===== config.mk =====
export PLATFORM = sky130hd
export DESIGN_NAME = stir_top
export DESIGN_NICKNAME = d
export VERILOG_FILES = /design/src/shared/stir_pkg.sv /design/src/rtl/stir_i2c_slave.sv /design/src/rtl/stir_top.sv
export VERILOG_INCLUDE_DIRS = /design/src /design/src/shared
export SDC_FILE = /design/constraint.sdc
export NUM_CORES = 1
export LEC_CHECK = 0
export BUFFER_PORTS_ARGS = -buffer_cell sky130_fd_sc_hd__buf_2
export CORE_MARGIN = 1
export CORE_UTILIZATION = 50
export CTS_BUF_LIST = sky130_fd_sc_hd__clkbuf_8
export DETAILED_ROUTE_END_ITERATION = 7
export PLACE_DENSITY_LB_ADDON = 0.1
export SLEW_MARGIN = 25
export SYNTH_ARGS = -nofsm -noshare
export SYNTH_HDL_FRONTEND = slang
export SYNTH_SLANG_ARGS = --single-unit

===== constraint.sdc =====
create_clock -name clk_in -period 5.1 [get_ports clk_in]
set_input_delay 0.51 -clock clk_in [delete_from_list [all_inputs] [get_ports clk_in]]
set_output_delay 0.51 -clock clk_in [all_outputs]
set_load 0.005 [all_outputs]

===== src/shared/stir_cfg.svh =====
// Notes on behaviour
// [RULE1] Upper threshold is 16 bits: high byte at 8Ch, low byte at 8Dh.
// [RULE2] Flag register at 8Eh holds prox ready, ambient ready, low and high crossing.
// [RULE3] Low and high threshold crossings each set their own flag.
// [RULE4] A raised flag stays 1 until the host writes 1 to its bit.
// [RULE5] Interrupt pin is low while any flag is 1, released when all are 0.
// [RULE6] Modulator timing at 8Fh: delay, frequency, dead time, MSB to LSB.
// [RULE7] Modulation delay field sets emitter-to-evaluation delay, resets to 0.
// [RULE8] Dead time field sets edge suppression window, resets to 1.
// [RULE9] Host should program modulator timing with 1, equal to its reset value.
// [RULE10] Host does not use the ambient IR register at 90h.
// [RULE11] With no measurement requested the block sits in standby.
// [RULE12] In standby the emitter sink is off whatever current is programmed.
// [RULE13] Host sets the pointer by a write carrying only the register index.
// [RULE14] The following read returns the addressed register.
// [RULE15] Stop then start, or a repeated start, both work before the read.
// [RULE16] Pointer increments after each read byte.
// [RULE17] Lower threshold is 16 bits: high byte at 8Ah, low byte at 8Bh.
// [RULE18] Source select 0 applies thresholds to proximity, 1 to ambient.
// [RULE19] Count code n needs 2**n consecutive results beyond a threshold.
// [RULE20] Separate enables gate crossing, prox ready and ambient ready flags.
// [RULE21] High flag when result above upper, low flag when below lower.
// [RULE22] Ready flag set when a new result arrives and its enable is 1.
// [RULE23] Frequency field is two bits selecting one of four frequencies.
`ifndef STIR_CFG_SVH
`define STIR_CFG_SVH

`define STIR_I2C_ADDR 7'h2a
`define STIR_OFF_ICTL 8'h89
`define STIR_OFF_LO_H 8'h8a
`define STIR_OFF_LO_L 8'h8b
`define STIR_OFF_HI_H 8'h8c
`define STIR_OFF_HI_L 8'h8d
`define STIR_OFF_FLAGS 8'h8e
`define STIR_OFF_MTIM 8'h8f
`define STIR_OFF_AIR 8'h90
`define STIR_MTIM_RESET 8'h01
`define STIR_FLAG_PROX 3
`define STIR_FLAG_ALS 2
`define STIR_FLAG_LOW 1
`define STIR_FLAG_HIGH 0
`define STIR_ICTL_CNT_HI 7
`define STIR_ICTL_CNT_LO 5
`define STIR_ICTL_PROX_EN 3
`define STIR_ICTL_ALS_EN 2
`define STIR_ICTL_LIM_EN 1
`define STIR_ICTL_SEL 0
`define STIR_MTIM_DLY_HI 7
`define STIR_MTIM_DLY_LO 5
`define STIR_MTIM_FRQ_HI 4
`define STIR_MTIM_FRQ_LO 3
`define STIR_MTIM_DT_HI 2
`define STIR_MTIM_DT_LO 0

`endif


===== src/shared/stir_pkg.sv =====
package stir_pkg;

    typedef enum logic [2:0] {
        ST_IDLE,
        ST_ADDR,
        ST_AACK,
        ST_WBYTE,
        ST_WACK,
        ST_RBYTE,
        ST_RACK
    } stir_i2c_state_e;

    typedef struct packed {
        logic wr_stb;
        logic wr_first;
        logic [7:0] wr_data;
        logic rd_take;
    } stir_bus_s;

    typedef struct packed {
        logic [15:0] value;
        logic valid;
    } stir_result_s;

endpackage


===== src/rtl/stir_i2c_slave.sv =====
`timescale 1ns/1ps
`default_nettype none
`include "stir_cfg.svh"

module stir_i2c_slave #(
    parameter logic [6:0] DEV_ADDR = `STIR_I2C_ADDR
) (
    // Clock and reset
    input wire logic clk_in,
    input wire logic reset_in,
    // Serial pins
    input wire logic scl_in,
    input wire logic sda_in,
    output logic sda_oe_out,
    // Register side
    input wire logic [7:0] rd_data_in,
    output stir_pkg::stir_bus_s bus_out
);
    logic scl_s1_q, scl_s2_q, scl_s3_q;
    logic sda_s1_q, sda_s2_q, sda_s3_q;
    logic rise, fall, start, stop;
    stir_pkg::stir_i2c_state_e st_q;
    logic [7:0] sh_q;
    logic [3:0] cnt_q;
    logic first_q, nack_q, sda_oe_q;
    stir_pkg::stir_bus_s bus_q;

    // Pins are asynchronous to clk_in
    always_ff @(posedge clk_in) begin
        if (reset_in) begin
            {scl_s1_q, scl_s2_q, scl_s3_q} <= 3'h7;
            {sda_s1_q, sda_s2_q, sda_s3_q} <= 3'h7;
        end else begin
            {scl_s1_q, scl_s2_q, scl_s3_q} <= {scl_in, scl_s1_q, scl_s2_q};
            {sda_s1_q, sda_s2_q, sda_s3_q} <= {sda_in, sda_s1_q, sda_s2_q};
        end
    end

    assign rise = scl_s2_q & ~scl_s3_q;
    assign fall = ~scl_s2_q & scl_s3_q;
    assign start = scl_s2_q & scl_s3_q & sda_s3_q & ~sda_s2_q;
    assign stop = scl_s2_q & scl_s3_q & ~sda_s3_q & sda_s2_q;

    always_ff @(posedge clk_in) begin
        if (reset_in) begin
            st_q <= stir_pkg::ST_IDLE;
            sh_q <= 8'h00;
            cnt_q <= 4'h0;
            first_q <= 1'b0;
            nack_q <= 1'b0;
            sda_oe_q <= 1'b0;
            bus_q <= '0;
        end else begin
            bus_q.wr_stb <= 1'b0;
            bus_q.rd_take <= 1'b0;
            // [RULE15] Repeated start honoured
            if (start) begin
                st_q <= stir_pkg::ST_ADDR;
                cnt_q <= 4'h0;
                sda_oe_q <= 1'b0;
            end else if (stop) begin
                st_q <= stir_pkg::ST_IDLE;
                sda_oe_q <= 1'b0;
            end else if (rise) begin
                if (st_q == stir_pkg::ST_ADDR || st_q == stir_pkg::ST_WBYTE) begin
                    sh_q <= {sh_q[6:0], sda_s2_q};
                    cnt_q <= cnt_q + 4'h1;
                end
                if (st_q == stir_pkg::ST_RACK) begin
                    nack_q <= sda_s2_q;
                end
            end else if (fall) begin
                unique case (st_q)
                    stir_pkg::ST_IDLE: ;
                    stir_pkg::ST_ADDR: if (cnt_q == 4'h8) begin
                        if (sh_q[7:1] == DEV_ADDR) begin
                            st_q <= stir_pkg::ST_AACK;
                            sda_oe_q <= 1'b1;
                        end else begin
                            st_q <= stir_pkg::ST_IDLE;
                        end
                    end
                    stir_pkg::ST_AACK: begin
                        cnt_q <= 4'h0;
                        first_q <= 1'b1;
                        // [RULE14] Addressed byte goes out
                        if (sh_q[0]) begin
                            st_q <= stir_pkg::ST_RBYTE;
                            sh_q <= rd_data_in;
                            sda_oe_q <= ~rd_data_in[7];
                            bus_q.rd_take <= 1'b1;
                        end else begin
                            st_q <= stir_pkg::ST_WBYTE;
                            sda_oe_q <= 1'b0;
                        end
                    end
                    stir_pkg::ST_WBYTE: if (cnt_q == 4'h8) begin
                        st_q <= stir_pkg::ST_WACK;
                        sda_oe_q <= 1'b1;
                        bus_q.wr_stb <= 1'b1;
                        bus_q.wr_first <= first_q;
                        bus_q.wr_data <= sh_q;
                        first_q <= 1'b0;
                    end
                    stir_pkg::ST_WACK: begin
                        st_q <= stir_pkg::ST_WBYTE;
                        cnt_q <= 4'h0;
                        sda_oe_q <= 1'b0;
                    end
                    stir_pkg::ST_RBYTE: if (cnt_q == 4'h7) begin
                        st_q <= stir_pkg::ST_RACK;
                        sda_oe_q <= 1'b0;
                    end else begin
                        cnt_q <= cnt_q + 4'h1;
                        sh_q <= {sh_q[6:0], 1'b0};
                        sda_oe_q <= ~sh_q[6];
                    end
                    stir_pkg::ST_RACK: if (nack_q) begin
                        st_q <= stir_pkg::ST_IDLE;
                    end else begin
                        // Host acked, next register follows
                        st_q <= stir_pkg::ST_RBYTE;
                        cnt_q <= 4'h0;
                        sh_q <= rd_data_in;
                        sda_oe_q <= ~rd_data_in[7];
                        bus_q.rd_take <= 1'b1;
                    end
                endcase
            end
        end
    end

    assign sda_oe_out = sda_oe_q;
    assign bus_out = bus_q;
endmodule
`default_nettype wire


===== src/rtl/stir_top.sv =====
`timescale 1ns/1ps
`default_nettype none
`include "stir_cfg.svh"

module stir_top (
    // Clock and reset
    input wire logic clk_in,
    input wire logic reset_in,
    // Serial pins
    input wire logic scl_in,
    input wire logic sda_in,
    output logic sda_out,
    output logic sda_oe_out,
    // Measurement results
    input wire stir_pkg::stir_result_s prox_in,
    input wire stir_pkg::stir_result_s als_in,
    // Measurement demand and emitter
    input wire logic prox_request_in,
    input wire logic als_request_in,
    input wire logic [7:0] led_current_in,
    output logic [7:0] led_sink_out,
    output logic standby_out,
    // Modulator timing fields
    output logic [2:0] mod_delay_out,
    output logic [1:0] prox_freq_out,
    output logic [2:0] dead_time_out,
    // Interrupt pin
    output logic int_n_out
);
    stir_pkg::stir_bus_s bus;
    logic sda_oe;
    logic [7:0] ptr_q;
    logic [7:0] rd_data_q;
    logic [15:0] thr_lo_q, thr_hi_q;
    logic [7:0] ictl_q, mtim_q;
    logic [3:0] flags_q, flags_d, flag_set, flag_clr;
    logic [7:0] above_cnt_q, below_cnt_q, need;
    logic [15:0] sel_val;
    logic sel_valid, wr_reg, above, below;
    logic above_hit, below_hit;
    logic int_n_q, standby_q;
    logic [7:0] led_sink_q;

    stir_i2c_slave stir_i2c_slave_inst (
        .clk_in(clk_in),
        .reset_in(reset_in),
        .scl_in(scl_in),
        .sda_in(sda_in),
        .sda_oe_out(sda_oe),
        .rd_data_in(rd_data_q),
        .bus_out(bus)
    );

    function automatic logic [7:0] read_mux(input logic [7:0] addr);
        logic [7:0] v;
        v = 8'h00;
        unique case (addr)
            `STIR_OFF_ICTL: v = ictl_q;
            `STIR_OFF_LO_H: v = thr_lo_q[15:8];
            `STIR_OFF_LO_L: v = thr_lo_q[7:0];
            `STIR_OFF_HI_H: v = thr_hi_q[15:8];
            `STIR_OFF_HI_L: v = thr_hi_q[7:0];
            `STIR_OFF_FLAGS: v = {4'h0, flags_q};
            `STIR_OFF_MTIM: v = mtim_q;
            default: v = 8'h00;
        endcase
        return v;
    endfunction

    // Pin only ever pulls low
    assign sda_out = 1'b0;
    assign sda_oe_out = sda_oe;

    // First data byte sets the pointer, later ones hit registers
    assign wr_reg = bus.wr_stb & ~bus.wr_first;

    // [RULE13] Index-only write loads pointer
    always_ff @(posedge clk_in) begin
        if (reset_in) begin
            ptr_q <= 8'h00;
        end else if (bus.wr_stb && bus.wr_first) begin
            ptr_q <= bus.wr_data;
        // [RULE16] Pointer steps per byte
        end else if (bus.rd_take || wr_reg) begin
            ptr_q <= ptr_q + 8'h01;
        end
    end

    // [RULE14] Data follows the pointer
    always_ff @(posedge clk_in) begin
        if (reset_in) begin
            rd_data_q <= 8'h00;
        end else begin
            rd_data_q <= read_mux(ptr_q);
        end
    end

    // [RULE1] Upper threshold bytes
    always_ff @(posedge clk_in) begin
        if (reset_in) begin
            thr_hi_q <= 16'h0000;
        end else if (wr_reg && ptr_q == `STIR_OFF_HI_H) begin
            thr_hi_q[15:8] <= bus.wr_data;
        end else if (wr_reg && ptr_q == `STIR_OFF_HI_L) begin
            thr_hi_q[7:0] <= bus.wr_data;
        end
    end

    // [RULE17] Lower threshold bytes
    always_ff @(posedge clk_in) begin
        if (reset_in) begin
            thr_lo_q <= 16'h0000;
        end else if (wr_reg && ptr_q == `STIR_OFF_LO_H) begin
            thr_lo_q[15:8] <= bus.wr_data;
        end else if (wr_reg && ptr_q == `STIR_OFF_LO_L) begin
            thr_lo_q[7:0] <= bus.wr_data;
        end
    end

    // [RULE20] Control with enables
    always_ff @(posedge clk_in) begin
        if (reset_in) begin
            ictl_q <= 8'h00;
        end else if (wr_reg && ptr_q == `STIR_OFF_ICTL) begin
            ictl_q <= bus.wr_data & 8'hef;
        end
    end

    // [RULE6] Timing register, reset 01h
    always_ff @(posedge clk_in) begin
        if (reset_in) begin
            mtim_q <= `STIR_MTIM_RESET;
        end else if (wr_reg && ptr_q == `STIR_OFF_MTIM) begin
            mtim_q <= bus.wr_data;
        end
    end

    // [RULE18] Source select
    assign sel_val = ictl_q[`STIR_ICTL_SEL] ? als_in.value : prox_in.value;
    assign sel_valid = ictl_q[`STIR_ICTL_SEL] ? als_in.valid : prox_in.valid;
    // [RULE21] Strict compares
    assign above = sel_val > thr_hi_q;
    assign below = sel_val < thr_lo_q;
    // [RULE19] Count code to run length
    assign need = 8'h01 << ictl_q[`STIR_ICTL_CNT_HI:`STIR_ICTL_CNT_LO];
    // At-or-past compare so a run left from a longer code still fires
    assign above_hit = sel_valid & above & (above_cnt_q + 8'h01 >= need);
    assign below_hit = sel_valid & below & (below_cnt_q + 8'h01 >= need);

    // Run restarts after a raise so a long excursion fires once per run
    always_ff @(posedge clk_in) begin
        if (reset_in) begin
            above_cnt_q <= 8'h00;
        end else if (sel_valid) begin
            above_cnt_q <= (above && !above_hit) ? above_cnt_q + 8'h01 : 8'h00;
        end
    end

    always_ff @(posedge clk_in) begin
        if (reset_in) begin
            below_cnt_q <= 8'h00;
        end else if (sel_valid) begin
            below_cnt_q <= (below && !below_hit) ? below_cnt_q + 8'h01 : 8'h00;
        end
    end

    always_comb begin
        flag_set = 4'h0;
        // [RULE3] Separate crossing flags
        flag_set[`STIR_FLAG_HIGH] = above_hit & ictl_q[`STIR_ICTL_LIM_EN];
        flag_set[`STIR_FLAG_LOW] = below_hit & ictl_q[`STIR_ICTL_LIM_EN];
        // [RULE22] Ready flags
        flag_set[`STIR_FLAG_PROX] = prox_in.valid & ictl_q[`STIR_ICTL_PROX_EN];
        flag_set[`STIR_FLAG_ALS] = als_in.valid & ictl_q[`STIR_ICTL_ALS_EN];
        flag_clr = (wr_reg && ptr_q == `STIR_OFF_FLAGS) ? bus.wr_data[3:0] : 4'h0;
        // [RULE4] Write one clears, set wins
        flags_d = (flags_q & ~flag_clr) | flag_set;
    end

    // [RULE2] Status flags
    always_ff @(posedge clk_in) begin
        if (reset_in) begin
            flags_q <= 4'h0;
        end else begin
            flags_q <= flags_d;
        end
    end

    // [RULE5] Pin low while any flag set
    always_ff @(posedge clk_in) begin
        if (reset_in) begin
            int_n_q <= 1'b1;
        end else begin
            int_n_q <= ~|flags_d;
        end
    end

    // [RULE11] Standby without demand
    always_ff @(posedge clk_in) begin
        if (reset_in) begin
            standby_q <= 1'b1;
        end else begin
            standby_q <= ~(prox_request_in | als_request_in);
        end
    end

    // [RULE12] Emitter sink forced off
    always_ff @(posedge clk_in) begin
        if (reset_in) begin
            led_sink_q <= 8'h00;
        end else begin
            led_sink_q <= (prox_request_in | als_request_in) ? led_current_in : 8'h00;
        end
    end

    assign standby_out = standby_q;
    assign led_sink_out = led_sink_q;
    assign int_n_out = int_n_q;
    // [RULE7] Delay field
    assign mod_delay_out = mtim_q[`STIR_MTIM_DLY_HI:`STIR_MTIM_DLY_LO];
    // [RULE23] Frequency field
    assign prox_freq_out = mtim_q[`STIR_MTIM_FRQ_HI:`STIR_MTIM_FRQ_LO];
    // [RULE8] Dead time field
    assign dead_time_out = mtim_q[`STIR_MTIM_DT_HI:`STIR_MTIM_DT_LO];
endmodule
`default_nettype wire


# Yosys cells after proc, flatten, opt, wreduce, memory -nomap -nowiden
# Index checks and enable logic that the tools add are counted.
# op_classes
add_sub_neg	4
n_lt_le_gt_ge	4
eq_ne	29
shift	1
n_mux	45
bitwise	35
n_reduce_logical	41
# ops
operator	n
$mux W8	10
$eq A8 B8 Y1 const B	7
$pmux W8 S7	1
$reduce_and A6 Y1	5
$add A8 B1 Y8 const B	3
$mux W4	6
$pmux W8 S3	1
$pmux W3 S6	1
$and A1 B1 Y1	16
$ge A8 B8 Y1	2
$gt A16 B16 Y1	1
$lt A16 B16 Y1	1
$mux W16	1
$mux W3	5
$not A1 Y1	15
$mux W1	14
$reduce_and A7 Y1	2
$pmux W4 S3	1
$logic_and A1 B1 Y1	10
$mux W10	1
$ne A2 B2 Y1 const B	5
$eq A3 B3 Y1 const B	3
$ne A4 B2 Y1 const B	2
$reduce_and A8 Y1	1
33 further kinds	45
# totals
regBits	128
inputBits	48
out_inout_bits	20
elab_cells	191

# Longest topological paths before layout
# logic_depth
ltp_word	9
ltp_mapped	12
ltp_nobuf	11

# Modules after synthesis
# A second synthesis with hierarchy kept.
# unflattened
hier_cells	834
area_unflattened_um2	7355.8
# modules_own_cells
module	n_inst	cells_per_inst	area_per_inst_um2	seq_area_each_um2
stir_top	1	620	5387.7	1861.8
stir_i2c_slave	1	214	1968.1	700.7

# Least setup slack after synthesis
# OpenSTA, ideal clock, no wires.
# synth_path
path_kind	reg-to-reg
start	register ictl_q[0]
end	register int_n_q, in the netlist int_n_out
setup_ns	0.116
t_arrival_ns	2.880
required_ns	4.984
path_slack_ns	2.104
stages_incl_launch_ff	11
path_buffers	2
synth_period_minus_slack_ns	2.996
cell_sequence	dfxtp_1 > buf_2 > buf_1 > mux2_2 > ha_1 > nand4_1 > nor4_1 > o21ai_0 > a31oi_4 > a41oi_1 > a41o_1
# synth_between
elab_chain_cells	8
word_cells_on_any_way	13
cone_classes	2 x order compare; 2 x mux; 7 x bitwise; 2 x reduce/logical
# synth_lines
element	line_no	source
start: declaration	stir_top.sv:35	logic [7:0] ictl_q, mtim_q;
start signal: assignment	stir_top.sv:125	ictl_q <= bus.wr_data & 8'hef;
$mux W16	stir_top.sv:139	assign sel_val = ictl_q[`STIR_ICTL_SEL] ? als_in.value : prox_in.value;
$gt A16 B16 Y1 / $lt A16 B16 Y1 (equally long branches)	stir_top.sv:142, stir_top.sv:143	
$and A1 B1 Y1, on equally long branches (2 in a row)	stir_top.sv:147, stir_top.sv:148	
$and A1 B1 Y1, on equally long branches	stir_top.sv:170, stir_top.sv:171	
$or A4 B4 Y4 *	stir_top.sv:177	flags_d = (flags_q & ~flag_clr) | flag_set;
$reduce_or A4 Y1 *	stir_top.sv:194	int_n_q <= ~|flags_d;
$logic_not A1 Y1 *	stir_top.sv:194	
end signal: assignment	stir_top.sv:194	
end: declaration	stir_top.sv:41	logic int_n_q, standby_q;
# Mark *: on every way between the ends. The rest lies on a longest branch, timed or not.
# A chain may end at the register's enable or synchronous reset.

# Worst setup path after layout
# Ends and elaborated chain as after synthesis.

==> reports/metrics.cfg <==
[logic_synthesis]
synth_seq_area_share_pct=36.0
synth_edf_count=0
synth.most_common_cell=dfxtp_1
postSynthCellCount=845
yosys.area.top_type_share_pct=36.0
synth.area.top_cells=dfxtp_1 36%, ha_1 10%, nand2_1 5.3%
synth_common_cells=128 x dfxtp_1, 101 x nand2_1, 81 x nor2_1
synth_ff_type=dfxtp_1
yosys.area.top_type=dfxtp_1
synth_area_um2=7110
synthArstFlopShare_pct=0
ys_types=65
yosysWarnings=0
avgSynthCellArea_um2=8.41
syn_nets=951
ys_ff_latch=128

[clocking]
clock_sinks=128
htree_levels=4
cts_root_buffer=clkbuf_8
tritoncts=yes
clk_pin_slew_ps=70
clock_latency_ps=440
cts_resized=0
cts_hold_buffers=0
cts_setup_buffers=0
cts_buffers=17
clk_path_buf_depth=2

[floorplan]
fp-row-count=43
io_pins=68
core_area_um2=13900
start_util_pct=51.2
die_area_um2=14700
die_y_um=121
die_w_um=121

[power]
p_int_uw=1490
switchingPower_uw=471
power_uw=1960
peakVddDrop_uv=181
p_leak_uw=0.00315
comb_power_share_pct=5.7
power.share.sequential_pct=51.5
power_density_nw_per_um2=251
p_sw_share_pct=24.0
clockPowerShare_pct=42.8

[outcome]
status=complete, no violations

[timing]
max_freq_mhz=279
setup_viol=0
skew_ps=8.64
rsz0062_at_grt=false
drv_slew=0
hold_violations=0
setup_tns_ps=0
worst_slew_pin_slew_ps=972
period_minus_slack_ps=3580
finalCritPeriodShare_pct=70.3
slew-limit-headroom_pct=35.2

[worst_setup_path]
cp.required_ps=5420
path_max_fanout=20
crit_family=compound AO/OA/AOI/OAI gates
criticalPathCategory=flip-flop to flip-flop
critPathArrivalTime_ps=3910
crit_buf_inv=0
cp_slowest_cell=dfxtp_1
path_cells=mux2_2 > ha_1 > nand4_1 > nor4_1 > o21ai_0 > a31oi_4 > a41oi_1 > a41o_1
crit_path_start_kind=flip-flop
end_kind=flip-flop
cpPeakStageDelay_ps=920

[detailed_routing]
wire_per_inst_um=16.9
first_pass_iters=5
postRouteAntennaNets=0
drt-initial-drc-count=526
vias=6192
drc_errors=0
drt_wl_total_um=18200
viasPerCell=5.77

[global_route]
grt_start_max_net_pins=102
antenna_found_initial=0
grt_pass1_vias=5726
track_usage_pct=25.4
grt_pass1_wl_um=28800
grt-ovfl-total=0

[placed_design]
dpl.hpwl_um=13100
port_buffers=66
gp_congestion=0.915

[layout]
fin_util_pct=56.5
num_antenna_cells=0
drive_gt1_share_pct=14.8
fin_nets=987
area_growth_pct=10.3

[job]
cap_violations=0

[worst_hold_path]
hold_path_class=input port to flip-flop

[state kept, by name (all words and copies together), names as in the netlist, 3 cells and up]
signal and count:
above_cnt_q 8, below_cnt_q 8, flags_q 4, ictl_q 7, led_sink_out 8, mtim_q 8, ptr_q 8, rd_data_q 8
stir_i2c_slave_inst.bus_out 11, stir_i2c_slave_inst.cnt_q 4, stir_i2c_slave_inst.sh_q 8, stir_i2c_slave_inst.st_q 3, thr_hi_q 16, thr_lo_q 16
[metrics by stage]
step                      cells  area (um2)  setup WS, ps  hold slack, ps
final                      1074        7840          1520             252
after global routing       1074        7840          1240             230
after CTS                  1073        7810          1510             236
after detailed placement   1041        7430          1540             396
after global placement     1041        7430          1650             411
after floorplan             845        7110          2100             389
[layout by cell type, fill, tap and decap left out, drive strengths merged, types with 4 or more instances in the layout]
cell type,n
a211oi,15
dfxtp,128
xor2,12
mux2i,29
nand3,39
nand2b,8
or2,6
nand3b,9
inv,54
ha,58
nand4,8
nor2b,4
xnor2,8
a32oi,11
a311oi,4
buf,70
a21oi,64
a22oi,15
mux2,16
a21o,6
clkinv,6
o21ai,23
and3,10
nor2,81
nand2,101
a31oi,15
clkbuf,18
a222oi,11
and2,15
[cells by family after synthesis]
family	synth area share, %
AO/OA/AOI/OAI	17.8
XOR/XNOR	2.46
adder cells (fa/ha/maj)	10.2
buffers and inverters	6.18
flip-flops	36.1
multiplexers	6.67
other	0.0528
AND/OR/NAND/NOR	20.6
[power by group through the flow]
stage          Sequential, uW  Clock (uW)  Combinational [uW]
2_1_floorplan            1030           0                71.6
3_3_place_gp             1030           0                 106
3_5_place_dp             1030           0                 109
4_1_cts                  1010         850                 110
5_1_grt                  1010         894                 127
6_report                 1010         840                 113
[area by class of cell]
cell class              count  area (um2)
multi-input cells         614        4110
repair buffers             70         380
inverters                  50         188
clock buffers              18         248
fillers                  1329        6040
clock inverters            14         128
well taps                 180         225
flip-flops and latches    128        2560
[routing by layer]
layer	track usage, %	up-vias	wire length, um
met5	0	-	0
li1	-	3065	-
met1	33.4	2926	8560
met2	41.4	176	8460
met3	4.28	25	834
met4	9.80	0	318
[final timing paths]
check	slack, ps	cells after the start	startpoint	endpoint
max reg2reg	1520	8	ictl_q[0]	int_n_out
min reg2reg	410	1	stir_i2c_slave_inst.scl_s1_q	stir_i2c_slave_inst.scl_s2_q
max	1520	8	ictl_q[0]	int_n_out
min	250	2	sda_in	stir_i2c_slave_inst.sda_s1_q
No activity file was read; power rests on OpenSTA's default activity.
